--- config.mk ---
export PLATFORM = sky130hd
export DESIGN_NAME = fsps_seq
export DESIGN_NICKNAME = d
export VERILOG_FILES = /design/src/fsps_pkg.sv /design/src/fsps_latch_mem.sv /design/src/fsps_seq.sv
export SDC_FILE = /design/constraint.sdc
export NUM_CORES = 1
export LEC_CHECK = 0
export ABC_AREA = 1
export BUFFER_PORTS_ARGS = -buffer_cell sky130_fd_sc_hd__buf_2
export CAP_MARGIN = 20
export CORE_ASPECT_RATIO = 0.5
export CORE_UTILIZATION = 50
export CTS_CLUSTER_SIZE = 14
export DETAILED_ROUTE_END_ITERATION = 8
export GPL_ROUTABILITY_DRIVEN = 0
export HOLD_SLACK_MARGIN = 0.1
export PLACE_DENSITY = 0.67
export SYNTH_ARGS = -nofsm -noshare
export SYNTH_HDL_FRONTEND = slang
export SYNTH_SLANG_ARGS = --single-unit
--- constraint.sdc ---
create_clock -name clk_i -period 2.6 [get_ports clk_i]
set_clock_uncertainty 0.15 [all_clocks]
set_input_delay 0.26 -clock clk_i [delete_from_list [all_inputs] [get_ports clk_i]]
set_output_delay 0.26 -clock clk_i [all_outputs]
set_load 0.05 [all_outputs]
--- src/fsps_pkg.sv ---
// Package for the flash self-program sequencer: register map, bit positions, timing and carrier types.
// Assumes a 100 MHz system clock and a classic Wishbone slave with 32-bit data.
`default_nettype none
package fsps_pkg;
   localparam int          CLK_MHZ       = 100;
   localparam int          OP_TIME_US    = 2000;
   localparam int          OP_CYCLES     = OP_TIME_US * CLK_MHZ;
   localparam int          ROW_BITS      = 10;
   localparam int          LATCH_BITS    = 5;
   localparam int          LATCHES       = 32;
   localparam int          WORD_BITS     = 14;
   localparam logic [13:0] BLANK_WORD    = 14'h3fff;
   localparam logic [7:0]  KEY_FIRST     = 8'h55;
   localparam logic [7:0]  KEY_SECOND    = 8'haa;
   localparam logic [1:0]  NOP_SLOTS     = 2'h2;
   // Word offsets (byte addresses).
   localparam logic [7:0]  ADR_CONTROL   = 8'h00;
   localparam logic [7:0]  ADR_KEY       = 8'h04;
   localparam logic [7:0]  ADR_ADDR_LOW  = 8'h08;
   localparam logic [7:0]  ADR_ADDR_HIGH = 8'h0c;
   localparam logic [7:0]  ADR_DATA_LOW  = 8'h10;
   localparam logic [7:0]  ADR_DATA_HIGH = 8'h14;
   // Control register bit positions.
   localparam int          B_RD          = 0;
   localparam int          B_WR          = 1;
   localparam int          B_WRITE_EN    = 2;
   localparam int          B_ABORT       = 3;
   localparam int          B_ERASE       = 4;
   localparam int          B_LATCH_ONLY  = 5;
   localparam int          B_CFG_SEL     = 6;
   localparam int          B_BUSY        = 7;

   typedef enum logic [4:0] {
      ST_IDLE  = 5'b00001,
      ST_NOP   = 5'b00010,
      ST_STALL = 5'b00100,
      ST_CLEAR = 5'b01000,
      ST_READ  = 5'b10000
   } fsps_state_e;

   typedef struct packed {
      logic        req;
      logic        we;
      logic [14:0] addr;
      logic [13:0] wdata;
   } fsps_flash_req_s;
endpackage
`default_nettype wire

--- src/fsps_latch_mem.sv ---
// Row latch buffer: one 14-bit word per latch, registered read port, bulk blank.
// Assumes one clock and a synchronous active-high reset.
`timescale 1ns/100ps
`default_nettype none
module fsps_latch_mem
   import fsps_pkg::*;
#(
   parameter int DEPTH = LATCHES,
   parameter int AW    = LATCH_BITS
)(
   input  wire logic                 clk_i,
   input  wire logic                 rst_i,
   input  wire logic                 we_i,
   input  wire logic [AW-1:0]        waddr_i,
   input  wire logic [WORD_BITS-1:0] wdata_i,
   input  wire logic                 blank_i,
   input  wire logic [AW-1:0]        raddr_i,
   output logic      [WORD_BITS-1:0] rdata_o
);
   logic [WORD_BITS-1:0] mem_q [DEPTH];

   always_ff @(posedge clk_i)
   begin
      for (int i = 0; i < DEPTH; i++)
      begin
         if (rst_i || blank_i)
            mem_q[i] <= BLANK_WORD;
         else if (we_i && waddr_i == AW'(i))
            mem_q[i] <= wdata_i;
      end
      rdata_o <= rst_i ? BLANK_WORD : mem_q[raddr_i];
   end
endmodule // fsps_latch_mem
`default_nettype wire

--- src/fsps_seq.sv ---
// Flash self-program sequencer: unlock tracking, latch loads, row erase/program, read, CPU stall.
// Assumes a classic Wishbone master on the CPU side and a flash array reached through flash_o/flash_done_i.
`timescale 1ns/100ps
`default_nettype none
module fsps_seq
   import fsps_pkg::*;
#(
   parameter int OP_CYC = OP_CYCLES
)(
   input  wire logic                 clk_i,
   input  wire logic                 rst_i,
   input  wire logic [7:0]           adr_i,
   input  wire logic [31:0]          dat_i,
   output logic      [31:0]          dat_o,
   input  wire logic                 we_i,
   input  wire logic [3:0]           sel_i,
   input  wire logic                 cyc_i,
   input  wire logic                 stb_i,
   output logic                      ack_o,
   output logic                      err_o,
   output logic                      force_nop_o,
   output logic                      stall_o,
   output fsps_flash_req_s           flash_o,
   output logic                      flash_erase_o,
   output logic                      flash_cfg_o,
   output logic      [LATCH_BITS-1:0] flash_latch_idx_o,
   input  wire logic [WORD_BITS-1:0] flash_latch_word_unused_i,
   input  wire logic                 flash_done_i,
   input  wire logic [WORD_BITS-1:0] flash_rdata_i
);
   logic [7:0]           ctrl_q, ctrl_d;
   logic [7:0]           adrl_q, adrh_q, datl_q, dath_q;
   logic [1:0]           key_q, key_d;
   logic [1:0]           nop_q;
   logic [31:0]          wait_q;
   logic                 op_long_q;
   logic                 ack_q;
   logic                 rd_pend_q;
   logic                 abort_seen_q;
   fsps_state_e          state_q;
   logic [WORD_BITS-1:0] latch_rdata;
   logic                 run_q;
   logic [LATCH_BITS-1:0] idx_q;
   logic [LATCH_BITS-1:0] idx_rd_q;

   wire req       = cyc_i && stb_i && !ack_q;
   wire wr_req    = req && we_i && sel_i[0];
   wire hit_ctrl  = adr_i == ADR_CONTROL;
   wire hit_key   = adr_i == ADR_KEY;
   wire hit_adrl  = adr_i == ADR_ADDR_LOW;
   wire hit_adrh  = adr_i == ADR_ADDR_HIGH;
   wire hit_datl  = adr_i == ADR_DATA_LOW;
   wire hit_dath  = adr_i == ADR_DATA_HIGH;
   wire mapped    = hit_ctrl || hit_key || hit_adrl || hit_adrh || hit_datl || hit_dath;
   wire idle      = state_q == ST_IDLE;
   wire [14:0] addr    = {adrh_q[6:0], adrl_q};
   wire [13:0] wword   = {dath_q[5:0], datl_q};
   wire key_wr    = wr_req && hit_key;
   // Any bus write to byte 0 other than the second key byte breaks a half-done unlock, except a control write with WR set while busy.
   wire other_wr  = wr_req && !hit_key && !(hit_ctrl && dat_i[B_WR]);
   wire go_wr     = wr_req && hit_ctrl && dat_i[B_WR] && idle;
   wire armed     = go_wr && key_q == 2'h2;
   wire enabled   = armed && dat_i[B_WRITE_EN];
   wire do_load   = enabled && dat_i[B_LATCH_ONLY] && !dat_i[B_ERASE];
   wire do_erase  = enabled && dat_i[B_ERASE] && !dat_i[B_CFG_SEL];
   wire do_prog   = enabled && !dat_i[B_LATCH_ONLY] && !dat_i[B_ERASE];
   wire go_rd     = wr_req && hit_ctrl && dat_i[B_RD] && idle;
   // A program stall lasts at least long enough to stream every latch, however short the timer is set.
   wire row_done  = ctrl_q[B_ERASE] || idx_q == LATCH_BITS'(LATCHES - 1);

   // Key tracking.
   always_comb
   begin
      key_d = key_q;
      if (key_wr && dat_i[7:0] == KEY_FIRST && key_q == 2'h0)
         key_d = 2'h1;
      else if (key_wr && dat_i[7:0] == KEY_SECOND && key_q == 2'h1)
         key_d = 2'h2;
      else if (key_wr || other_wr || go_wr)
         key_d = 2'h0;
   end

   // Control register: WR and RD only settable by software.
   always_comb
   begin
      ctrl_d = ctrl_q;
      if (wr_req && hit_ctrl)
      begin
         ctrl_d[B_WRITE_EN]   = dat_i[B_WRITE_EN];
         ctrl_d[B_ERASE]      = dat_i[B_ERASE];
         ctrl_d[B_LATCH_ONLY] = dat_i[B_LATCH_ONLY];
         ctrl_d[B_CFG_SEL]    = dat_i[B_CFG_SEL];
         ctrl_d[B_ABORT]      = ctrl_q[B_ABORT] & dat_i[B_ABORT];
         // Without a full unlock and write enable the start bit does not stick.
         if (enabled)
            ctrl_d[B_WR] = 1'b1;
         if (go_rd)
            ctrl_d[B_RD] = 1'b1;
      end
      if (state_q == ST_CLEAR || (state_q == ST_NOP && nop_q == 2'h1 && !op_long_q))
         ctrl_d[B_WR] = 1'b0;
      if (state_q == ST_READ)
         ctrl_d[B_RD] = 1'b0;
      if (abort_seen_q)
         ctrl_d[B_ABORT] = 1'b1;
      ctrl_d[B_BUSY] = !idle;
   end

   always_ff @(posedge clk_i)
   begin
      if (rst_i)
      begin
         ctrl_q  <= 8'h00;
         key_q   <= 2'h0;
         ack_q   <= 1'b0;
      end
      else
      begin
         ctrl_q  <= ctrl_d;
         key_q   <= key_d;
         ack_q   <= cyc_i && stb_i && !ack_q;
      end
   end

   // A reset landing while the sequencer is in ST_STALL is remembered through reset so the flag survives it.
   always_ff @(posedge clk_i)
   begin
      if (rst_i)
         abort_seen_q <= abort_seen_q || (state_q == ST_STALL);
      else
         abort_seen_q <= 1'b0;
   end

   always_ff @(posedge clk_i)
   begin
      if (rst_i)
      begin
         adrl_q <= 8'h00;
         adrh_q <= 8'h00;
      end
      else
      begin
         if (wr_req && hit_adrl)
            adrl_q <= dat_i[7:0];
         if (wr_req && hit_adrh)
            adrh_q <= {1'b0, dat_i[6:0]};
      end
   end

   always_ff @(posedge clk_i)
   begin
      if (rst_i)
      begin
         datl_q <= 8'h00;
         dath_q <= 8'h00;
      end
      else if (state_q == ST_READ)
      begin
         datl_q <= flash_rdata_i[7:0];
         dath_q <= {2'h0, flash_rdata_i[13:8]};
      end
      else
      begin
         if (wr_req && hit_datl)
            datl_q <= dat_i[7:0];
         if (wr_req && hit_dath)
            dath_q <= {2'h0, dat_i[5:0]};
      end
   end

   // Sequencer: forced slots, then an optional stall for erase or program.
   always_ff @(posedge clk_i)
   begin
      if (rst_i)
      begin
         state_q   <= ST_IDLE;
         nop_q     <= 2'h0;
         wait_q    <= 32'h0;
         op_long_q <= 1'b0;
         rd_pend_q <= 1'b0;
         run_q     <= 1'b0;
      end
      else
      begin
         case (state_q)
            ST_IDLE:
               if (enabled)
               begin
                  state_q   <= ST_NOP;
                  nop_q     <= NOP_SLOTS;
                  op_long_q <= do_erase || do_prog;
                  run_q     <= do_erase || do_prog;
               end
               else if (go_rd)
               begin
                  state_q   <= ST_NOP;
                  nop_q     <= NOP_SLOTS;
                  op_long_q <= 1'b0;
                  rd_pend_q <= 1'b1;
               end
            ST_NOP:
            begin
               nop_q <= nop_q - 2'h1;
               if (nop_q == 2'h1)
               begin
                  if (rd_pend_q)
                     state_q <= ST_READ;
                  else if (op_long_q)
                  begin
                     state_q <= ST_STALL;
                     wait_q  <= 32'(OP_CYC);
                  end
                  else
                     state_q <= ST_IDLE;
               end
            end
            ST_STALL:
            begin
               run_q <= 1'b0;
               if (wait_q != 32'h0)
                  wait_q <= wait_q - 32'h1;
               if (wait_q <= 32'h1 && flash_done_i && row_done)
                  state_q <= ST_CLEAR;
            end
            ST_CLEAR:
               state_q <= ST_IDLE;
            ST_READ:
            begin
               rd_pend_q <= 1'b0;
               state_q   <= ST_IDLE;
            end
            default:
               state_q <= ST_IDLE;
         endcase
      end
   end

   // Programming walks the latch buffer once; it never issues an erase.
   always_ff @(posedge clk_i)
   begin
      if (rst_i || state_q != ST_STALL)
         idx_q <= '0;
      else if (!ctrl_q[B_ERASE] && idx_q != LATCH_BITS'(LATCHES - 1))
         idx_q <= idx_q + 1'b1;
   end

   // The latch read port is registered, so the word read from a latch lags the index by one cycle.
   always_ff @(posedge clk_i)
   begin
      if (rst_i)
         idx_rd_q <= '0;
      else
         idx_rd_q <= idx_q;
   end

   fsps_latch_mem #(
      .DEPTH (LATCHES),
      .AW    (LATCH_BITS)
   ) u_latch (
      .clk_i   (clk_i),
      .rst_i   (rst_i),
      .we_i    (do_load || do_prog),
      .waddr_i (addr[LATCH_BITS-1:0]),
      .wdata_i (wword),
      .blank_i (state_q == ST_CLEAR),
      .raddr_i (idx_q),
      .rdata_o (latch_rdata)
   );

   // Clocks keep running during the stall; only instruction issue is held.
   assign stall_o           = state_q == ST_STALL || state_q == ST_CLEAR;
   assign force_nop_o       = state_q == ST_NOP;
   assign flash_erase_o     = ctrl_q[B_ERASE];
   assign flash_cfg_o       = ctrl_q[B_CFG_SEL];
   assign flash_latch_idx_o = idx_q;

   always_ff @(posedge clk_i)
   begin
      if (rst_i)
         flash_o <= '0;
      else
      begin
         flash_o.req   <= run_q || state_q == ST_READ || (state_q == ST_NOP && rd_pend_q && nop_q == 2'h1);
         flash_o.we    <= op_long_q;
         flash_o.addr  <= rd_pend_q ? addr
                                    : {addr[14:LATCH_BITS], ctrl_q[B_ERASE] ? LATCH_BITS'(0) : idx_rd_q};
         flash_o.wdata <= latch_rdata;
      end
   end

   wire [7:0] rd_mux = hit_ctrl ? ctrl_q :
                       hit_adrl ? adrl_q :
                       hit_adrh ? adrh_q :
                       hit_datl ? datl_q :
                       hit_dath ? dath_q : 8'h00;

   always_ff @(posedge clk_i)
   begin
      if (rst_i)
         dat_o <= 32'h0;
      else if (req)
         dat_o <= {24'h0, rd_mux};
   end

   assign ack_o = ack_q && mapped;
   assign err_o = ack_q && !mapped;
endmodule // fsps_seq
`default_nettype wire

==> results of run 1 <==
worst paths after layout:
path                  startpoint              endpoint  slack, ns
min                         we_i             ctrl_q[4]       0.14
max                     adr_i[7]  u_latch.mem_q[27][2]       0.08
max reg2reg                ack_q  u_latch.mem_q[27][2]       0.11
min reg2reg  u_latch.rdata_o[11]           flash_o[11]       0.25
layout by cell type (no fill, tap or decap), types with 3 or more instances in the layout:
master	count
dfxtp_1	143
o21ai_1	31
dlygate4sd3_1	47
clkinv_1	7
nor2_4	5
nor3b_1	3
nor3_1	13
buf_2	85
ha_1	5
buf_4	128
clkbuf_1	10
nor2_1	383
nor2_2	18
clkbuf_16	58
buf_12	30
inv_1	176
o21bai_1	11
xor2_1	6
clkinv_2	11
a31oi_1	12
o211ai_1	51
conb_1	24
clkbuf_8	5
o221ai_1	21
nand2_1	334
o22ai_1	12
a21oi_1	129
or2_2	7
edfxtp_1	448
nand4_1	444
inv_2	5
o21ai_0	247
nand4_2	31
nand3_1	130
layout make-up:
type	count	area [sq um]	share of cell area, %
clock inverter	23	135	0.418
tap	756	946	2.93
clock buffer	71	1510	4.67
inverter	185	718	2.22
timing repair buffer	295	2570	7.97
sequential	594	16400	50.7
multi-input combinational	1935	10000	31.1
flip-flops by register name, indices dropped and copies added (netlist names):
signal / flops
dat_o: 8
wait_q: 32
abort_seen_q: 1
run_q: 1
adrh_q: 7
adrl_q: 8
ack_q: 1
dath_q: 6
flash_latch_idx_o: 5
nop_q: 2
state_q: 5
idx_rd_q: 5
rd_pend_q: 1
op_long_q: 1
flash_o: 31
key_q: 2
u_latch.rdata_o: 14
datl_q: 8
u_latch.mem_q: 448
ctrl_q: 8
through the flow:
| step | std cells | TNS, ns | total power, W | instance area (sq um) |
|---|---|---|---|---|
| 6_report | 3859 | 0 | 0.0186 | 32300 |
| 5_1_grt | 3859 | -0.602 | 0.0191 | 32300 |
| 4_1_cts | 3857 | 0 | 0.0187 | 32200 |
| 3_5_place_dp | 3716 | 0 | 0.0111 | 30100 |
| 3_3_place_gp | 3716 | 0 | 0.0110 | 30100 |
| 2_1_floorplan | 3051 | -104.85 | 0.0108 | 28800 |
report_power, final:
part / switching, W / internal (W)
Combinational: 0.000553 / 0.000184
Clock: 0.00354 / 0.00415
Sequential: 0.00000457 / 0.0102
Total: 0.00409 / 0.0145
timing repair:
item	4_1_cts	5_1_grt
setup endpoints to repair	0	173
hold buffers	47	0
gates resized for setup	0	4
hold endpoints to repair	57	0
metal layers:
layer  wire length, um  global-route usage [%]  vias up
li1                  -                       -    10922
met2             37500                    43.9     1311
met4              2280                    8.75        0
met1             35700                    41.3    11451
met3              9470                    5.36      173
met5                 0                       0        -
cell families (layout without fill, tap and decap cells):
| family | count (synthesis) | count (layout) | synth area share, % |
|---|---|---|---|
| simple gates | 1380 | 1380 | 24.0 |
| flops | 594 | 594 | 57.0 |
| buf+inv | 522 | 574 | 8.59 |
| compound gates | 518 | 518 | 9.97 |
| xor+xnor | 8 | 8 | 0.244 |
| fa+ha+maj | 5 | 5 | 0.218 |
| other cells | 1 | 24 | 0.0130 |
critical path, delay by kind of cell:
kind / cells / cell delay [ns]
compound gates: 1 / 0.20
buf+inv: 5 / 1.22
simple gates: 7 / 0.97
==> impl_metrics.json, run 1 <==
{
  "status": "completed",
  "finalWorstSetupSlack_ns": 0.0796,
  "dp_hpwl_mm": 50.2,
  "end_kind": "flop",
  "dpl_worst_slack_ns": 0.0444,
  "finalHoldViolations": 0,
  "avgSynthCellArea_sq_um": 9.50,
  "yosys-top-cells-area": "edfxtp_1, dfxtp_1, nand4_1, nor2_1, o21ai_0",
  "drt_wl_total_mm": 85.0,
  "layout.nets": 3147,
  "path_class": "primary input to flop",
  "holdPathStages": 5,
  "hold_path_class": "primary input to flop",
  "grt_pass1_wl_mm": 129,
  "slew_violations": 0,
  "yosysUniqueCellTypes": 46,
  "max_stage_delay_ns": 0.55,
  "clk_latency_ns": 0.61,
  "clk_pin_slew_ns": 0.06,
  "grt_setup_unrepaired": "true",
  "n_antenna_cell": 0,
  "synth_ff_type": "edfxtp_1",
  "wl_per_cell_um": 22.0,
  "crit_fanout": 14,
  "netlist_area_sq_um": 28800,
  "critPathSlowestCell": "dlygate4sd3_1",
  "cts-root-buf": "clkbuf_16",
  "antenna_found_initial": 0,
  "portBuffers": 86,
  "netlist_top_cells_count": "edfxtp_1, nand4_1, nor2_1",
  "vdd.ir_drop.worst_mv": 0.465,
  "area_growth_pct": 12.3,
  "globalRouteTotalUtil_pct": 28.6,
  "crit_arrival_ns": 2.68,
  "fmax_mhz": 397,
  "netlist_instances": 3028,
  "initialDrtViolationCount": 3084,
  "post-cts-setup-buffers": 0,
  "initial_core_util_pct": 51.2,
  "grt_start_max_net_pins": 95,
  "path_cells": "dlygate4sd3_1, buf_2, nor2_2, nand3_2, clkinv_2, nand2_2, nor2_4, nand3_4, nor2_4, nand2_4, buf_4, o21ai_1, buf_4",
  "fp.dieW_um": 341,
  "first_global_vias": 22070,
  "yosysMostFrequentCell": "edfxtp_1",
  "yosysTopAreaCell": "edfxtp_1",
  "slew_headroom_pct": 55.1,
  "clk_path_buf_depth": 3,
  "worstMarginPinSlew_ns": 0.673,
  "synth_seq_cells": 594,
  "r2r_cells": 11,
  "drive_gt1_share_pct": 13.1,
  "via_per_inst": 6.18,
  "utilization_pct": 57.5,
  "clkSinkCount": 594,
  "ant_nets": 0,
  "dieArea_sq_um": 58500,
  "ios": 152,
  "drcViolationCount": 0,
  "globalRouteOverflowTotal": 0,
  "p_leak_nw": 10.3,
  "htree_levels": 2,
  "fin_crit_ns": 2.52,
  "setup_viol": 0,
  "synth.top_cell.area_share_pct": 46.8,
  "synth_edf_count": 448,
  "dr_total_vias": 23857,
  "tritoncts": "yes",
  "die_y_um": 172,
  "fillers": 4805,
  "ys_seq_area_share_pct": 57.0,
  "cts_made_buffers": 53,
  "timing.final.crit_share_pct": 96.9,
  "async_flop_share_pct": 0,
  "start_kind": "primary input",
  "powerDensity_nw_per_um2": 575,
  "yosys_warnings": 0,
  "dr.pass1.iters": 6,
  "fp-row-count": 61,
  "hold_ws_ns": 0.141,
  "max_cap_viol_count": 0,
  "design.core.area_sq_um": 56200,
  "cp.required_ns": 2.76
}
(Power assumes the default switching activity.)
==> inputs of run 2 (changes only) <==
--- a/config.mk
+++ b/config.mk
@@ -6,15 +6,15 @@
 export NUM_CORES = 1
 export LEC_CHECK = 0
 export ABC_AREA = 1
-export BUFFER_PORTS_ARGS = -buffer_cell sky130_fd_sc_hd__buf_2
 export CAP_MARGIN = 20
 export CORE_ASPECT_RATIO = 0.5
 export CORE_UTILIZATION = 50
 export CTS_CLUSTER_SIZE = 14
 export DETAILED_ROUTE_END_ITERATION = 8
+export DONT_BUFFER_PORTS = 1
 export GPL_ROUTABILITY_DRIVEN = 0
 export HOLD_SLACK_MARGIN = 0.1
-export PLACE_DENSITY = 0.67
+export PLACE_DENSITY = 0.65
 export SYNTH_ARGS = -nofsm -noshare
 export SYNTH_HDL_FRONTEND = slang
 export SYNTH_SLANG_ARGS = --single-unit
==> run 2 against run 1 <==
Register-to-register slack better by 0.05 ns. Clock power up 2%. Flip-flop and latch count unchanged. Fmax up 2.5%. Wire length up 0.61%. Utilization down 0.53 points. Final cell count down 1.9%. Cell area down 0.91%.
==> impl_metrics.json, run 2 (synthesis gave the netlist of run 1 again) <==
{
  "critPathSlowestCell": "dlygate4sd3_1",
  "worstMarginPinSlew_ns": 0.595,
  "path_cells": "inv_1, nand2_1, nor3_1, dlygate4sd3_1, nand3_1, dlygate4sd3_1, nand3_1, nand2_1, dlygate4sd3_1, a21oi_1",
  "antenna_found_initial": 0,
  "dr.pass1.iters": 6,
  "cts_made_buffers": 54,
  "ff2ff_setup_slack_ns": 0.16,
  "initial_core_util_pct": 51.2,
  "fin_setup_tns_ns": 0,
  "htree_levels": 2,
  "p_leak_nw": 9.98,
  "r2r_end": "u_latch.mem_q[14][10]",
  "final_common_cell": "edfxtp_1",
  "fmax_mhz": 407,
  "dp_hpwl_mm": 49.9,
  "hold_path_class": "primary input to flop",
  "grt_start_max_net_pins": 107,
  "setup_viol": 0,
  "max_stage_delay_ns": 0.70,
  "drive_gt1_share_pct": 10.4,
  "crit_arrival_ns": 2.86,
  "grt_setup_unrepaired": "false",
  "top_register": "u_latch.mem_q",
  "n_antenna_cell": 0,
  "fp.dieW_um": 341,
  "hold_ws_ns": 0.142,
  "dieArea_sq_um": 58500,
  "wl_per_cell_um": 22.6,
  "path_class": "primary input to flop",
  "clk_latency_ns": 0.62,
  "globalRouteOverflowTotal": 0,
  "dr_total_vias": 23517,
  "utilization_pct": 57.0,
  "slew_violations": 0,
  "dpl_worst_slack_ns": 0.107,
  "slew_headroom_pct": 60.3,
  "startpoint": "adr_i[0]",
  "clkSinkCount": 594,
  "timing.final.crit_share_pct": 94.6,
  "finalHoldViolations": 0,
  "portBuffers": 0,
  "cts-root-buf": "clkbuf_16",
  "r2r_cells": 11,
  "fin_crit_ns": 2.46,
  "cpMostUsedCell": "dlygate4sd3_1",
  "finalWorstSetupSlack_ns": 0.141,
  "layout.nets": 3069,
  "fp-row-count": 61,
  "mostFrequentLayoutCells": "edfxtp_1, nand4_1, nor2_1, nand2_1, o21ai_0",
  "via_per_inst": 6.21,
  "tritoncts": "yes",
  "ios": 152,
  "start_kind": "primary input",
  "powerDensity_nw_per_um2": 585,
  "design.core.area_sq_um": 56200,
  "power_w": 0.0187,
  "crit_buf_inv": 4,
  "die_y_um": 172,
  "crit_fanout": 4,
  "max_cap_viol_count": 0,
  "status": "completed",
  "clk_pin_slew_ns": 0.06,
  "crit_family": "buffers and inverters",
  "drt_wl_total_mm": 85.5,
  "largest_reg_flops": 448,
  "path_depth": 10,
  "globalRouteTotalUtil_pct": 28.9,
  "ant_nets": 0,
  "clk_path_buf_depth": 3,
  "vdd.ir_drop.worst_mv": 0.508,
  "drcViolationCount": 0,
  "area_growth_pct": 11.3,
  "end_kind": "flop",
  "crit_end": "dat_o[3]",
  "initialDrtViolationCount": 3131,
  "grt_pass1_wl_mm": 130,
  "first_global_vias": 21721,
  "top_regs": "u_latch.mem_q: 448 flops, wait_q: 32 flops, flash_o: 31 flops",
  "r2r-start": "ack_q",
  "cp.required_ns": 3.00
}
[run 2: cell types whose count changed in the layout (fill, tap and decap cells not counted), moves of 2 or more]
cell           before  now
buf_2              85    0
buf_4             128  123
bufinv_16           1    3
clkbuf_1           10   14
clkbuf_16          58   54
clkbuf_8            5    3
clkinv_1            7   14
clkinv_2           11    6
clkinv_8            0    3
clkinvlp_2          2    0
dlygate4sd3_1      47   56
inv_1             176  173
inv_6               2    4
o21ai_1            31   33
[run 2: repair_timing]
action / 4_1_cts / 5_1_grt
setup buffers: 0 / 2
hold buffers: 58 / 2
endpoints found under the setup margin: 0 / 145
gates resized for setup: 0 / 10
hold endpoints to repair: 137 / 1
[run 2: power by group]
group / internal [W] / total (W) / switching (W)
Combinational: 0.000153 / 0.000653 / 0.000499
Sequential: 0.0102 / 0.0102 / 0.0000547
Clock: 0.00423 / 0.00787 / 0.00364
Total: 0.0145 / 0.0187 / 0.00419
[run 2: area by class of cell]
cell class              instances  area (sq um)
fillers                      4830         24200
flip-flops and latches        594         16400
multi-input cells            1935         10000
repair buffers                216          2220
clock buffers                  72          1450
well taps                     756           946
inverters                     185           733
clock inverters                26           223
[run 2: worst min path at each step]
stage	startpoint	to	slack [ns]	cells after the start
2_1_floorplan	u_latch.rdata_o[0]	flash_o[0]	0.24	2
6_report	adr_i[2]	dath_q[5]	0.14	6
3_5_place_dp	rst_i	wait_q[18]	0.19	1
3_3_place_gp	rst_i	wait_q[1]	0.19	1
5_1_grt	dat_i[4]	u_latch.mem_q[24][0]	0.18	4
4_1_cts	adr_i[2]	dath_q[5]	0.10	6
[run 2: per-layer routing]
metal	vias up	track usage [%]	part of all wire, %	wire length (um)
met5	-	0	0	0
met4	0	6.94	2.1	1830
met3	120	7.08	11	9740
met2	1204	44.5	44	37800
met1	11403	41.2	42	36100
li1	10790	-	-	-
[run 2: worst min-delay path, cell delays in order]
cell and delay (ns):
inv_1 0.08, nor2_1 0.08, nand2_1 0.10, nand2_1 0.12, o21ai_0 0.17, nor2_1 0.05
[run 2: per-stage QoR]
step / instances / cell area [sq um]
global route: 3784 / 32000
detailed placement: 3626 / 29700
floorplan: 3051 / 28800
CTS: 3782 / 31900
global placement: 3626 / 29700
finish: 3784 / 32000
